[src/logic/fpp_pkg.sv]
// package for the serial flash pin-function and protection block
// assumes a single AHB-Lite master and one serial flash pin set
`default_nettype none

package fpp_pkg;

	// register byte offsets
	localparam logic [7:0] ADDR_STATUS = 8'h00;
	localparam logic [7:0] ADDR_FUNC   = 8'h04;
	localparam logic [7:0] ADDR_READP  = 8'h08;
	localparam logic [7:0] ADDR_PINS   = 8'h0c;

	// field positions
	localparam int STAT_SWD_BIT     = 7;
	localparam int STAT_QE_BIT      = 6;
	localparam int STAT_PROT_MSB    = 5;
	localparam int STAT_PROT_LSB    = 2;
	localparam int FUNC_DEDDIS_BIT  = 0;
	localparam int READP_PFS_BIT    = 7;

	// reset values
	localparam logic [5:0] STATUS_RST = 6'h00;
	localparam logic       DEDDIS_RST = 1'b0;
	localparam logic       PFS_RST    = 1'b0;

	// bus encodings
	localparam logic       HRESP_OKAY = 1'b0;

	typedef struct packed {
		logic       status_write_disable;
		logic       quad_enable;
		logic [3:0] prot_level;
	} fpp_status_s;

	typedef struct packed {
		logic cs_n;
		logic wp;
		logic io3;
		logic ded_rst_n;
		logic sck;
	} fpp_pins_s;

endpackage

`default_nettype wire

[src/logic/fpp_pin_logic.sv]
// flash multi-purpose pin logic: status protection, quad switch, pause and reset
// assumes AHB-Lite register access and a core that shifts on sck_rise_o
`default_nettype none

module fpp_pin_logic #(
	parameter bit HAS_DED_RST = 1'b1
) (
	// clock, reset, enable
	input  wire logic        clk_sys_i,
	input  wire logic        arst_n_i,
	input  wire logic        ce_i,
	// ahb-lite slave
	input  wire logic        hsel_i,
	input  wire logic [31:0] haddr_i,
	input  wire logic [1:0]  htrans_i,
	input  wire logic        hwrite_i,
	input  wire logic [2:0]  hsize_i,
	input  wire logic [31:0] hwdata_i,
	input  wire logic        hready_i,
	output logic             hreadyout_o,
	output logic             hresp_o,
	output logic [31:0]      hrdata_o,
	// flash pins
	input  wire logic        cs_n_i,
	input  wire logic        sck_i,
	input  wire logic        ded_rst_n_i,
	input  wire logic        io2_i,
	output logic             io2_o,
	output logic             io2_oen_o,
	input  wire logic        io3_i,
	output logic             io3_o,
	output logic             io3_oen_o,
	output logic             so_o,
	output logic             so_oen_o,
	// core side
	input  wire logic        so_dout_i,
	input  wire logic        so_drive_i,
	input  wire logic [1:0]  quad_dout_i,
	input  wire logic        quad_drive_i,
	output logic             sck_rise_o,
	output logic             pause_o,
	output logic             dev_reset_o,
	output logic             quad_mode_o,
	output logic [1:0]       quad_din_o
);

	// synchronisers
	fpp_pkg::fpp_pins_s s1_r, s1_nxt, s2_r, s2_nxt, pins_in;
	logic               sck_prev_r, sck_prev_nxt;

	// registers and bus state
	fpp_pkg::fpp_status_s stat_r, stat_nxt;
	logic                 deddis_r, deddis_nxt;
	logic                 pfs_r, pfs_nxt;
	logic                 wr_pend_r, wr_pend_nxt;
	logic [7:0]           addr_r, addr_nxt;
	logic [31:0]          hrdata_r, hrdata_nxt;

	// pin and core outputs
	logic       so_r, so_nxt, so_oen_r, so_oen_nxt;
	logic       io2_r, io2_nxt, io2_oen_r, io2_oen_nxt;
	logic       io3_r, io3_nxt, io3_oen_r, io3_oen_nxt;
	logic       rise_r, rise_nxt, pause_r, pause_nxt, rst_r, rst_nxt;
	logic [1:0] qdin_r, qdin_nxt;

	// derived functions
	logic shared_rst_fn, pause_fn, pause_act, ded_rst_act, reset_act, prot_locked;
	logic wr_stat, addr_ph;
	fpp_pkg::fpp_status_s wr_val;

	assign pins_in = '{cs_n: cs_n_i, wp: io2_i, io3: io3_i, ded_rst_n: ded_rst_n_i, sck: sck_i};

	always_comb begin
		s1_nxt       = s1_r;
		s2_nxt       = s2_r;
		sck_prev_nxt = sck_prev_r;
		if (ce_i) begin
			s1_nxt       = pins_in;
			s2_nxt       = s1_r;
			sck_prev_nxt = s2_r.sck;
		end
	end

	always_ff @(posedge clk_sys_i or negedge arst_n_i) begin
		if (!arst_n_i) begin
			s1_r       <= '{cs_n: 1'b1, wp: 1'b1, io3: 1'b1, ded_rst_n: 1'b1, sck: 1'b0};
			s2_r       <= '{cs_n: 1'b1, wp: 1'b1, io3: 1'b1, ded_rst_n: 1'b1, sck: 1'b0};
			sck_prev_r <= 1'b0;
		end else begin
			s1_r       <= s1_nxt;
			s2_r       <= s2_nxt;
			sck_prev_r <= sck_prev_nxt;
		end
	end

	// shared pin function; quad mode removes both pause and shared reset
	always_comb begin
		if (HAS_DED_RST)
			shared_rst_fn = !stat_r.quad_enable && deddis_r && pfs_r;
		else
			shared_rst_fn = !stat_r.quad_enable && pfs_r;
		pause_fn    = !stat_r.quad_enable && !shared_rst_fn;
		pause_act   = pause_fn && !s2_r.io3 && !s2_r.cs_n;
		ded_rst_act = HAS_DED_RST && !deddis_r && !s2_r.ded_rst_n;
		reset_act   = ded_rst_act || (shared_rst_fn && !s2_r.io3);
		// write protect only counts while the pin is not io2
		prot_locked = stat_r.status_write_disable && !s2_r.wp && !stat_r.quad_enable;
	end

	// bus and registers
	assign addr_ph = hsel_i && htrans_i[1] && hready_i;
	assign wr_stat = ce_i && wr_pend_r && (addr_r == fpp_pkg::ADDR_STATUS);
	assign wr_val  = '{status_write_disable: hwdata_i[fpp_pkg::STAT_SWD_BIT],
	                   quad_enable: hwdata_i[fpp_pkg::STAT_QE_BIT],
	                   prot_level: hwdata_i[fpp_pkg::STAT_PROT_MSB:fpp_pkg::STAT_PROT_LSB]};

	always_comb begin
		stat_nxt    = stat_r;
		deddis_nxt  = deddis_r;
		pfs_nxt     = pfs_r;
		wr_pend_nxt = wr_pend_r;
		addr_nxt    = addr_r;
		hrdata_nxt  = hrdata_r;
		if (ce_i) begin
			wr_pend_nxt = addr_ph && hwrite_i;
			addr_nxt    = haddr_i[7:0];
			if (wr_pend_r) begin
				// a locked write changes nothing at all
				if (addr_r == fpp_pkg::ADDR_STATUS && !prot_locked)
					stat_nxt = wr_val;
				if (addr_r == fpp_pkg::ADDR_FUNC)
					deddis_nxt = hwdata_i[fpp_pkg::FUNC_DEDDIS_BIT];
				if (addr_r == fpp_pkg::ADDR_READP)
					pfs_nxt = hwdata_i[fpp_pkg::READP_PFS_BIT];
			end
			// status, func and readp read data built from next values so a write just before is seen
			hrdata_nxt = 32'h0000_0000;
			if (addr_ph && !hwrite_i) begin
				unique case (haddr_i[7:0])
					fpp_pkg::ADDR_STATUS: begin
						hrdata_nxt[fpp_pkg::STAT_SWD_BIT] = stat_nxt.status_write_disable;
						hrdata_nxt[fpp_pkg::STAT_QE_BIT]  = stat_nxt.quad_enable;
						hrdata_nxt[fpp_pkg::STAT_PROT_MSB:fpp_pkg::STAT_PROT_LSB] = stat_nxt.prot_level;
					end
					fpp_pkg::ADDR_FUNC:  hrdata_nxt[fpp_pkg::FUNC_DEDDIS_BIT] = deddis_nxt;
					fpp_pkg::ADDR_READP: hrdata_nxt[fpp_pkg::READP_PFS_BIT]   = pfs_nxt;
					fpp_pkg::ADDR_PINS:  hrdata_nxt[8:0] = {shared_rst_fn, HAS_DED_RST, reset_act, pause_act,
					                                        prot_locked, s2_r.cs_n, s2_r.ded_rst_n, s2_r.io3,
					                                        s2_r.wp};
					default: hrdata_nxt = 32'h0000_0000;
				endcase
			end
		end
	end

	always_ff @(posedge clk_sys_i or negedge arst_n_i) begin
		if (!arst_n_i) begin
			stat_r    <= fpp_pkg::STATUS_RST;
			deddis_r  <= fpp_pkg::DEDDIS_RST;
			pfs_r     <= fpp_pkg::PFS_RST;
			wr_pend_r <= 1'b0;
			addr_r    <= 8'h00;
			hrdata_r  <= 32'h0000_0000;
		end else begin
			stat_r    <= stat_nxt;
			deddis_r  <= deddis_nxt;
			pfs_r     <= pfs_nxt;
			wr_pend_r <= wr_pend_nxt;
			addr_r    <= addr_nxt;
			hrdata_r  <= hrdata_nxt;
		end
	end

	assign hreadyout_o = 1'b1;
	assign hresp_o     = fpp_pkg::HRESP_OKAY;
	assign hrdata_o    = hrdata_r;

	// pin drive; enables are active low
	always_comb begin
		so_nxt      = so_r;
		so_oen_nxt  = so_oen_r;
		io2_nxt     = io2_r;
		io2_oen_nxt = io2_oen_r;
		io3_nxt     = io3_r;
		io3_oen_nxt = io3_oen_r;
		rise_nxt    = rise_r;
		pause_nxt   = pause_r;
		rst_nxt     = rst_r;
		qdin_nxt    = qdin_r;
		if (ce_i) begin
			so_nxt      = so_dout_i;
			so_oen_nxt  = !(so_drive_i && !s2_r.cs_n && !pause_act && !reset_act);
			io2_nxt     = quad_dout_i[0];
			io2_oen_nxt = !(stat_r.quad_enable && quad_drive_i && !s2_r.cs_n && !reset_act);
			io3_nxt     = quad_dout_i[1];
			io3_oen_nxt = !(stat_r.quad_enable && quad_drive_i && !s2_r.cs_n && !reset_act);
			// sck edges are swallowed while paused, so the shift state is kept
			rise_nxt    = s2_r.sck && !sck_prev_r && !s2_r.cs_n && !pause_act && !reset_act;
			pause_nxt   = pause_act;
			rst_nxt     = reset_act;
			qdin_nxt    = stat_r.quad_enable ? {s2_r.io3, s2_r.wp} : 2'b00;
		end
	end

	always_ff @(posedge clk_sys_i or negedge arst_n_i) begin
		if (!arst_n_i) begin
			so_r      <= 1'b0;
			so_oen_r  <= 1'b1;
			io2_r     <= 1'b0;
			io2_oen_r <= 1'b1;
			io3_r     <= 1'b0;
			io3_oen_r <= 1'b1;
			rise_r    <= 1'b0;
			pause_r   <= 1'b0;
			rst_r     <= 1'b0;
			qdin_r    <= 2'b00;
		end else begin
			so_r      <= so_nxt;
			so_oen_r  <= so_oen_nxt;
			io2_r     <= io2_nxt;
			io2_oen_r <= io2_oen_nxt;
			io3_r     <= io3_nxt;
			io3_oen_r <= io3_oen_nxt;
			rise_r    <= rise_nxt;
			pause_r   <= pause_nxt;
			rst_r     <= rst_nxt;
			qdin_r    <= qdin_nxt;
		end
	end

	assign so_o        = so_r;
	assign so_oen_o    = so_oen_r;
	assign io2_o       = io2_r;
	assign io2_oen_o   = io2_oen_r;
	assign io3_o       = io3_r;
	assign io3_oen_o   = io3_oen_r;
	assign sck_rise_o  = rise_r;
	assign pause_o     = pause_r;
	assign dev_reset_o = rst_r;
	assign quad_mode_o = stat_r.quad_enable;
	assign quad_din_o  = qdin_r;

	// checks
	a_locked_write_kept: assert property (@(posedge clk_sys_i) disable iff (!arst_n_i)
		(wr_stat && prot_locked) |=> (stat_r == $past(stat_r)))
		else $error("locked status bits changed");

	a_open_write_taken: assert property (@(posedge clk_sys_i) disable iff (!arst_n_i)
		(wr_stat && !prot_locked) |=> (stat_r == $past(wr_val)))
		else $error("unlocked status write not stored");

	a_swd_clear_open: assert property (@(posedge clk_sys_i) disable iff (!arst_n_i)
		(wr_stat && !stat_r.status_write_disable) |=> (stat_r == $past(wr_val)))
		else $error("status write refused with write disable clear");

	a_quad_no_protect: assert property (@(posedge clk_sys_i) disable iff (!arst_n_i)
		(wr_stat && stat_r.quad_enable) |=> (stat_r == $past(wr_val)))
		else $error("status write refused in quad mode");

	a_quad_no_pause: assert property (@(posedge clk_sys_i) disable iff (!arst_n_i)
		(ce_i && stat_r.quad_enable) |=> (!pause_o && ($past(ded_rst_act) || !dev_reset_o)))
		else $error("pause or shared reset active in quad mode");

	a_select_no_ded: assert property (@(posedge clk_sys_i) disable iff (!arst_n_i)
		(ce_i && !HAS_DED_RST && !stat_r.quad_enable && pfs_r && !s2_r.io3) |=> (dev_reset_o && !pause_o))
		else $error("shared pin not reset with select bit set");

	a_ded_forces_pause: assert property (@(posedge clk_sys_i) disable iff (!arst_n_i)
		(ce_i && HAS_DED_RST && !stat_r.quad_enable && !deddis_r && !s2_r.io3 && !s2_r.cs_n) |=> pause_o)
		else $error("shared pin not pause with dedicated reset on");

	a_ded_off_select: assert property (@(posedge clk_sys_i) disable iff (!arst_n_i)
		(ce_i && HAS_DED_RST && !stat_r.quad_enable && deddis_r && pfs_r && !s2_r.io3) |=> (dev_reset_o && !pause_o))
		else $error("shared pin ignores select bit");

	a_pause_no_shift: assert property (@(posedge clk_sys_i) disable iff (!arst_n_i)
		(ce_i && pause_act) |=> (!sck_rise_o && pause_o))
		else $error("clock edge passed while paused");

	a_pause_so_float: assert property (@(posedge clk_sys_i) disable iff (!arst_n_i)
		(ce_i && pause_act && !s2_r.cs_n) |=> so_oen_o)
		else $error("serial output driven while paused");

	a_reset_float: assert property (@(posedge clk_sys_i) disable iff (!arst_n_i)
		(ce_i && reset_act) |=> (so_oen_o && io2_oen_o && io3_oen_o && dev_reset_o))
		else $error("outputs driven during reset");

	a_ded_disabled: assert property (@(posedge clk_sys_i) disable iff (!arst_n_i)
		(ce_i && deddis_r && !shared_rst_fn) |=> !dev_reset_o)
		else $error("dedicated reset acts while disabled");

endmodule // fpp_pin_logic

`default_nettype wire

[config.mk]
export PLATFORM = sky130hd
export DESIGN_NAME = fpp_pin_logic
export DESIGN_NICKNAME = d
export VERILOG_FILES = /design/src/logic/fpp_pkg.sv /design/src/logic/fpp_pin_logic.sv
export SDC_FILE = /design/constraint.sdc
export NUM_CORES = 1
export LEC_CHECK = 0
export ABC_AREA = 1
export BUFFER_PORTS_ARGS = -buffer_cell sky130_fd_sc_hd__buf_2
export CORE_ASPECT_RATIO = 1.5
export CORE_MARGIN = 4
export CORE_UTILIZATION = 44
export DETAILED_ROUTE_END_ITERATION = 7
export GPL_TIMING_DRIVEN = 0
export PLACE_DENSITY_LB_ADDON = 0.08
export REMOVE_ABC_BUFFERS = 1
export SLEW_MARGIN = 15
export SYNTH_ARGS = -nofsm -noshare
export SYNTH_HDL_FRONTEND = slang
export SYNTH_SLANG_ARGS = --single-unit
[constraint.sdc]
create_clock -name clk_sys_i -period 1.6 [get_ports clk_sys_i]
set_input_delay 0.24 -clock clk_sys_i [delete_from_list [all_inputs] [get_ports clk_sys_i]]
set_output_delay 0.24 -clock clk_sys_i [all_outputs]
set_load 0.005 [all_outputs]
# Word level (Yosys, flattened, before mapping)
# Cells that the tools add are included.
# W data, S select, Z words.
# totals
elab_cells,87
output_inout_bits,46
register_bits,70
# classes
reduce_logical,41
muxes,13
eq_ne,5
# ops
operator,count
$eq A8 B4 Y1 const B,3
$logic_and A1 B1 Y1,24
$eq A8 B3 Y1 const B,2
$logic_not A8 Y1,2
$logic_not A1 Y1,14
$mux W6,2
$pmux W5 S2,1
$mux W9,1
$mux W1,6
$pmux W1 S3,1
$mux W2,1
$pmux W1 S2,1
$logic_or A1 B1 Y1,1

# Logic depth before layout (Yosys ltp)
# Gate-level depths: netlist (run 1).
# logic_depth
ltp_word,11
mapped_depth,8

# Worst setup path before layout (run 1)
# Ideal clock, no wire load.
# synth_timing
kind,register to register
from,register s2_r[3] in the netlist's numbering
to,"register stat_r, in the netlist quad_mode_o"
synth_period_minus_slack_ns,1.265
arrival_ns,1.182
path_buffers,0
slack_ns,0.335
stages_incl_launch_ff,7
required_time_ns,1.517
setup_ns,0.083
cell_sequence,dfstp_2 nor2_1 a21oi_2 nand2_1 nand2_1 nand3_1 o21ai_0
# synth_via
elab_chain_len,7
# synth_lines
element,line_no,text
from (decl),fpp_pin_logic.sv:48,"fpp_pkg::fpp_pins_s s1_r, s1_nxt, s2_r, s2_nxt, pins_in;"
from (signal assigned),fpp_pin_logic.sv:87,"s2_r <= '{cs_n: 1'b1, wp: 1'b1, io3: 1'b1, ded_rst_n: 1'b1, sck: 1'b0};"
from (signal assigned),fpp_pin_logic.sv:91,s2_r <= s2_nxt;
$logic_not A1 Y1,fpp_pin_logic.sv:107,prot_locked = stat_r.status_write_disable && !s2_r.wp && !stat_r.quad_enable;
$logic_and A1 B1 Y1 (2 in a row),fpp_pin_logic.sv:107,
$logic_not A1 Y1,fpp_pin_logic.sv:129,if (addr_r == fpp_pkg::ADDR_STATUS && !prot_locked)
$logic_and A1 B1 Y1,fpp_pin_logic.sv:129,
$mux W6,fpp_pin_logic.sv:129,
$mux W6,fpp_pin_logic.sv:127,if (wr_pend_r) begin
to (signal assigned),fpp_pin_logic.sv:158,stat_r <= fpp_pkg::STATUS_RST;
to (signal assigned),fpp_pin_logic.sv:165,stat_r <= stat_nxt;
to (decl),fpp_pin_logic.sv:52,"fpp_pkg::fpp_status_s stat_r, stat_nxt;"
# Every way passes these cells.
# A chain may end at the register's enable or synchronous reset.

# Worst setup path in the final report (run 1)
# layout_timing
from,register s2_r[3] in the netlist's numbering
to,register stat_r[1] in the netlist's numbering
# Same word-level chain as after synthesis.

==> results of run 1 <==
==> worst max-delay path, cell delays in order (launching register included) <==
cell and delay, ns:
dfstp_2 0.58, nor2_1 0.07, a21oi_2 0.19, buf_4 0.18, nand3b_1 0.10, nand3_1 0.10
o21ai_0 0.09
==> cells by family (layout without fill, tap and decap cells) <==
logic type / count (synthesis) / count (layout) / synth area share
compound gates: 22 / 22 / 0.05378
buf+inv: 55 / 83 / 0.1321
flops: 47 / 47 / 0.5059
other cells: 2 / 25 / 0.003196
simple gates: 164 / 164 / 0.3051
==> metal layers <==
metal,up-vias,part of all wire,global-route usage
met5,-,0,0
met1,902,0.39,0.1841
met4,0,0.014,0.04219
met3,7,0.067,0.04630
li1,971,-,-
met2,57,0.53,0.2986
==> repair_timing <==
action	4_1_cts	5_1_grt
resized for setup	4	4
hold endpoints to repair	0	13
setup buffers	1	0
cloned	0	0
hold buffers	0	1
pin swaps	1	0
setup endpoints to repair	15	14
==> synth_stat cells, types with 2 or more instances <==
| cell type | number |
|---|---|
| nor3_1 | 2 |
| o22ai_1 | 2 |
| nand3b_1 | 6 |
| o21ai_0 | 14 |
| conb_1 | 2 |
| nand2_1 | 95 |
| dfstp_2 | 10 |
| nor2_2 | 2 |
| buf_4 | 27 |
| nand4_1 | 5 |
| clkbuf_1 | 6 |
| buf_2 | 2 |
| nor2_1 | 14 |
| dfrtp_1 | 37 |
| inv_1 | 19 |
| nand3_1 | 37 |
==> how the worst min path moves through the flow <==
| stage | endpoint | depth (start not counted) | start |
|---|---|---|---|
| finish | s1_r[1] | 3 | ded_rst_n_i |
| global route | s1_r[4] | 3 | cs_n_i |
| CTS | s1_r[1] | 3 | ded_rst_n_i |
| detailed placement | io2_o | 3 | quad_dout_i[0] |
| global placement | io3_o | 3 | quad_dout_i[1] |
| floorplan | addr_r[0] | 0 | arst_n_i |
==> sequential cells by signal, indices dropped and copies added (netlist names), 2 cells and up <==
signal / count
s1_r: 5
addr_r: 8
s2_r: 5
quad_din_o: 2
stat_r: 5
hrdata_o: 9
==> power groups by stage <==
stage          combinational [mW]  clock (mW)  sequential [mW]
6_report                    0.346       0.916             1.37
5_1_grt                     0.406        1.01             1.38
4_1_cts                     0.341       0.949             1.37
3_5_place_dp                0.336           0             1.39
3_3_place_gp                0.331           0             1.38
2_1_floorplan               0.184           0             1.38
==> area by class of cell <==
cell class | count | share of cell area
multi-input cells | 211 | 0.3480
inverters | 20 | 0.02843
clock buffers | 6 | 0.03026
well taps | 68 | 0.03118
flip-flops and latches | 47 | 0.4356
clock inverters | 2 | 0.01421
repair buffers | 55 | 0.1123
==> per-stage QoR <==
step	util	area [µm²]	setup WS, ns
floorplan	-	2201	0.3413
global placement	0.4930	2546	-0.8840
detailed placement	0.4930	2546	-0.8765
CTS	0.5201	2686	0.1102
global route	0.5283	2729	0.02683
finish	0.5283	2729	0.1510
==> run metrics, run 1 <==
outcome=finished clean; r2r endpoint=stat_r[1]; Final Cycle Share=0.9056; CP arrival=1.62 ns; Initial Util=0.4549; gpl congestion=0.7870; Layout Cells excl Fill=409; critical path peak fanout=6; R2R cell count=6; P_int=1.948 mW; setup TNS=0 ns; GRT Residual Overflow=0; average cell area after synthesis=8.103 µm²; number of port buffers=52; Core Area=0.005165 mm²; final net count=425; H-tree Lvls=2; Filler Cells Inserted=552; Final min period=1.449 ns; Num CTS Buffers=5; die span in y=97.50 µm; Crit. End Element=flip-flop; final wirelength=4.973 mm; Clock Path Buffers=2; commonest cells after routing, fill and taps aside=94 x nand2_1, 51 x buf_2, 37 x nand3_1, 37 x dfrtp_1, 25 x conb_1; Final ANT Viol Nets=0; 1st-iter DRT viols=117; #FFs+latches synth=47; dominant cell type by area after synthesis=dfrtp_1; number of clock sinks=47; Net Sw Power=0.6802 mW; Power Total=2.628 mW; MaxCap Viol Count=0; Multi-input gate area=949.7 µm²; pwr dens=963.0 mW/mm²; Min-Delay Path Class=input pin to flip-flop; Max Clk Rate=0.6901 GHz; endpoint required time on the critical path=1.77 ns; Die X-Extent=67.67 µm; Worst IR Drop VDD=0.0005873 V; CTS tree=built; # rows=32; Setup crit end=stat_r[1]; post-synthesis sequential area ratio=0.5059; num ports=131; FF/Latch Area=0.001189 mm²; Critical Path Source Type=flip-flop; Cells after DPL=398; most common cell after layout, fill and taps aside=nand2_1; CP Class=flip-flop to flip-flop; clock power share=0.349; final hold viol count=0; gate count of the mapped netlist=290; Yosys warnings=0; Post-synth EDFFs=0; CP startpoint=s2_r[3]; clock root cell=clkbuf_8; LEAKAGE=1.435 nW; total number of vias=1937; Detailed Place HPWL=3.540 mm; Via density=4.736; Clock Latency Late Sink=0.30 ns; top cell type's share of synthesized area=0.3940; FFs w/ async S/R, synth=1.000; Main synth FF type=dfrtp_1; Comb power frac=0.132; Reg power frac=0.520; Reg2Reg Setup Slack=0.15 ns; first-pass GRT wire length=8.562 mm; Worst Skew=0.004956 ns; Switching Fraction=0.2588; final setup fails=0; die area=0.006597 mm²; worst r2r src=s2_r[3]; total track usage=0.1659; DR WL/cell=12.16 µm; share of cells above drive strength 1=0.2375; unrepaired setup endpoints after global routing=false; area grow syn2layout=16.13%; DRC violations left=0; DR pass1 iterations=4; Inserted Diodes=0; antenna violations before repair=0; Netlist cell types=26; top cells by area, synth=dfrtp_1 39%, nand2_1 15%, dfstp_2 11%; vias in the first global route=1949; Fin Hold WS=0.1301 ns; clk slew on worst S/H paths=0.09 ns; synthesized area=0.002350 mm²; largest net degree at the start of global routing=50; Final Max Slew Viols=0
Power figures use the tool's default switching activity.
==> run 2: changes to the inputs <==
--- a/config.mk
+++ b/config.mk
@@ -12,7 +12,9 @@
 export CORE_UTILIZATION = 44
 export DETAILED_ROUTE_END_ITERATION = 7
 export GPL_TIMING_DRIVEN = 0
+export MAX_ROUTING_LAYER = met4
 export PLACE_DENSITY_LB_ADDON = 0.08
+export RECOVER_POWER = 25
 export REMOVE_ABC_BUFFERS = 1
 export SLEW_MARGIN = 15
 export SYNTH_ARGS = -nofsm -noshare
==> run 2 against run 1 <==
Effect of this change: non-clock buffer count unchanged; first-iteration DRC count increased by 1.7%; sequential power about the same; critical path depth unchanged; critical path type unchanged; largest power group unchanged.
==> run metrics, run 2 (synthesis results as in run 1) <==
outcome=finished clean; Fin Hold WS=0.1300 ns; unrepaired setup endpoints after global routing=false; commonest cells after routing, fill and taps aside=94 x nand2_1, 50 x buf_2, 37 x nand3_1, 37 x dfrtp_1, 25 x conb_1; final setup fails=0; die span in y=97.50 µm; Switching Fraction=0.2590; most common cell after layout, fill and taps aside=nand2_1; DRC violations left=0; antenna violations before repair=0; # rows=32; Inserted Diodes=0; MaxCap Viol Count=0; Min-Delay Path Class=input pin to flip-flop; number of clock sinks=47; Reg power frac=0.519; area grow syn2layout=16.08%; Detailed Place HPWL=3.540 mm; largest net degree at the start of global routing=50; Final Max Slew Viols=0; Layout Cells excl Fill=409; Crit. End Element=flip-flop; DR WL/cell=12.15 µm; Final min period=1.448 ns; GR Util met2=0.2986; slowest cell on the critical path=dfstp_2; clock root cell=clkbuf_8; pwr dens=963.5 mW/mm²; Net Sw Power=0.6806 mW; clock power share=0.349; GRT Residual Overflow=0; Worst Skew=0.004973 ns; Worst Path Buf+Inv=1; final net count=425; GR peak layer=met2; Clock Latency Late Sink=0.30 ns; final wirelength=4.969 mm; pre-CTS setup slack=-0.8765 ns; CP Class=flip-flop to flip-flop; endpoint required time on the critical path=1.77 ns; P_int=1.947 mW; Crit path largest cell delay=0.58 ns; worst setup margin=0.1517 ns; setup TNS=0 ns; met3 Use GR=0.03935; Initial Util=0.4549; CP top delay family=flip-flops; number of port buffers=52; CP arrival=1.62 ns; Clock Path Buffers=2; Num CTS Buffers=5; critical path peak fanout=6; worst slew pin tran=0.8068 ns; Die X-Extent=67.67 µm; num ports=131; DR pass1 iterations=4; critical path, cell by cell=nor2_1 > a21oi_2 > buf_4 > nand3b_1 > nand3_1 > o21ai_0; Slew Limit Headroom=0.4622; LEAKAGE=1.432 nW; max reg flops=9; Worst IR Drop VDD=0.0005873 V; H-tree Lvls=2; Max Clk Rate=0.6905 GHz; Final ANT Viol Nets=0; 1st-iter DRT viols=119; Core Area=0.005165 mm²; Cells after DPL=398; Final Cycle Share=0.9052; met1 GRT Util=0.1885; Critical Path Source Type=flip-flop; die area=0.006597 mm²; CTS tree=built; clk slew on worst S/H paths=0.09 ns; gpl congestion=0.7980; final hold viol count=0; total number of vias=1936; Comb power frac=0.132; total track usage=0.1704; Power Total=2.628 mW; share of cells above drive strength 1=0.2346; first-pass GRT wire length=8.562 mm; Via density=4.733; vias in the first global route=1949
==> run 2: cell types whose count changed in the layout (fill, tap and decap cells not counted), sizes merged <==
cell | previous run | this run
buf | 53 | 52
clkbuf | 7 | 8
==> run 2: power by group through the flow <==
| stage | combinational (mW) | sequential (mW) | clock (mW) |
|---|---|---|---|
| after CTS | 0.341 | 1.37 | 0.949 |
| after global routing | 0.406 | 1.38 | 1.01 |
| after floorplan | 0.184 | 1.38 | 0 |
| final | 0.346 | 1.37 | 0.917 |
| after detailed placement | 0.336 | 1.39 | 0 |
| after global placement | 0.331 | 1.38 | 0 |
==> run 2: what timing repair did <==
| action | in CTS | in global routing |
|---|---|---|
| resized for setup | 4 | 4 |
| endpoints found under the setup margin | 15 | 14 |
| hold buffers | 0 | 1 |
| endpoints found under the hold margin | 0 | 13 |
| pin swaps | 1 | 0 |
| setup buffers | 1 | 0 |
==> run 2: final timing paths <==
kind | start | to | slack, ns | depth (start not counted)
worst min-delay path | ded_rst_n_i | s1_r[1] | 0.13 | 3
max in group asynchronous | arst_n_i | s1_r[4] | 0.34 | 3
worst min register to register | s1_r[3] | s1_r[3] | 0.47 | 2
min in group asynchronous | arst_n_i | stat_r[0] | 0.54 | 2
worst max register to register | s2_r[3] | stat_r[1] | 0.15 | 6
worst max-delay path | s2_r[3] | stat_r[1] | 0.15 | 6
==> run 2: final cells by class <==
cell class / count / area [µm²]
repair buffers: 55 / 305.3
clock buffers: 6 / 82.58
inverters: 20 / 77.57
fillers: 553 / 2437
flip-flops and latches: 47 / 1189
multi-input cells: 211 / 949.7
well taps: 68 / 85.08
clock inverters: 2 / 38.79
==> run 2: tightest hold or removal path, stage by stage <==
cell and delay [ns]:
buf_2 0.09, nand2_1 0.05, nand2_1 0.04
==> run 2: through the flow <==
| step | util | area, µm² |
|---|---|---|
| finish | 0.5281 | 2728 |
| global route | 0.5281 | 2728 |
| CTS | 0.5201 | 2686 |
| detailed placement | 0.4930 | 2546 |
| global placement | 0.4930 | 2546 |
| floorplan | - | 2201 |
==> run 2: metal layers <==
layer  wire length [µm]  up-vias  share of wire
li1                   -      971              -
met1               1985      903           0.40
met2               2623       55           0.53
met3                290        7          0.058
met4                 69        0          0.014
met5                  0        -              0
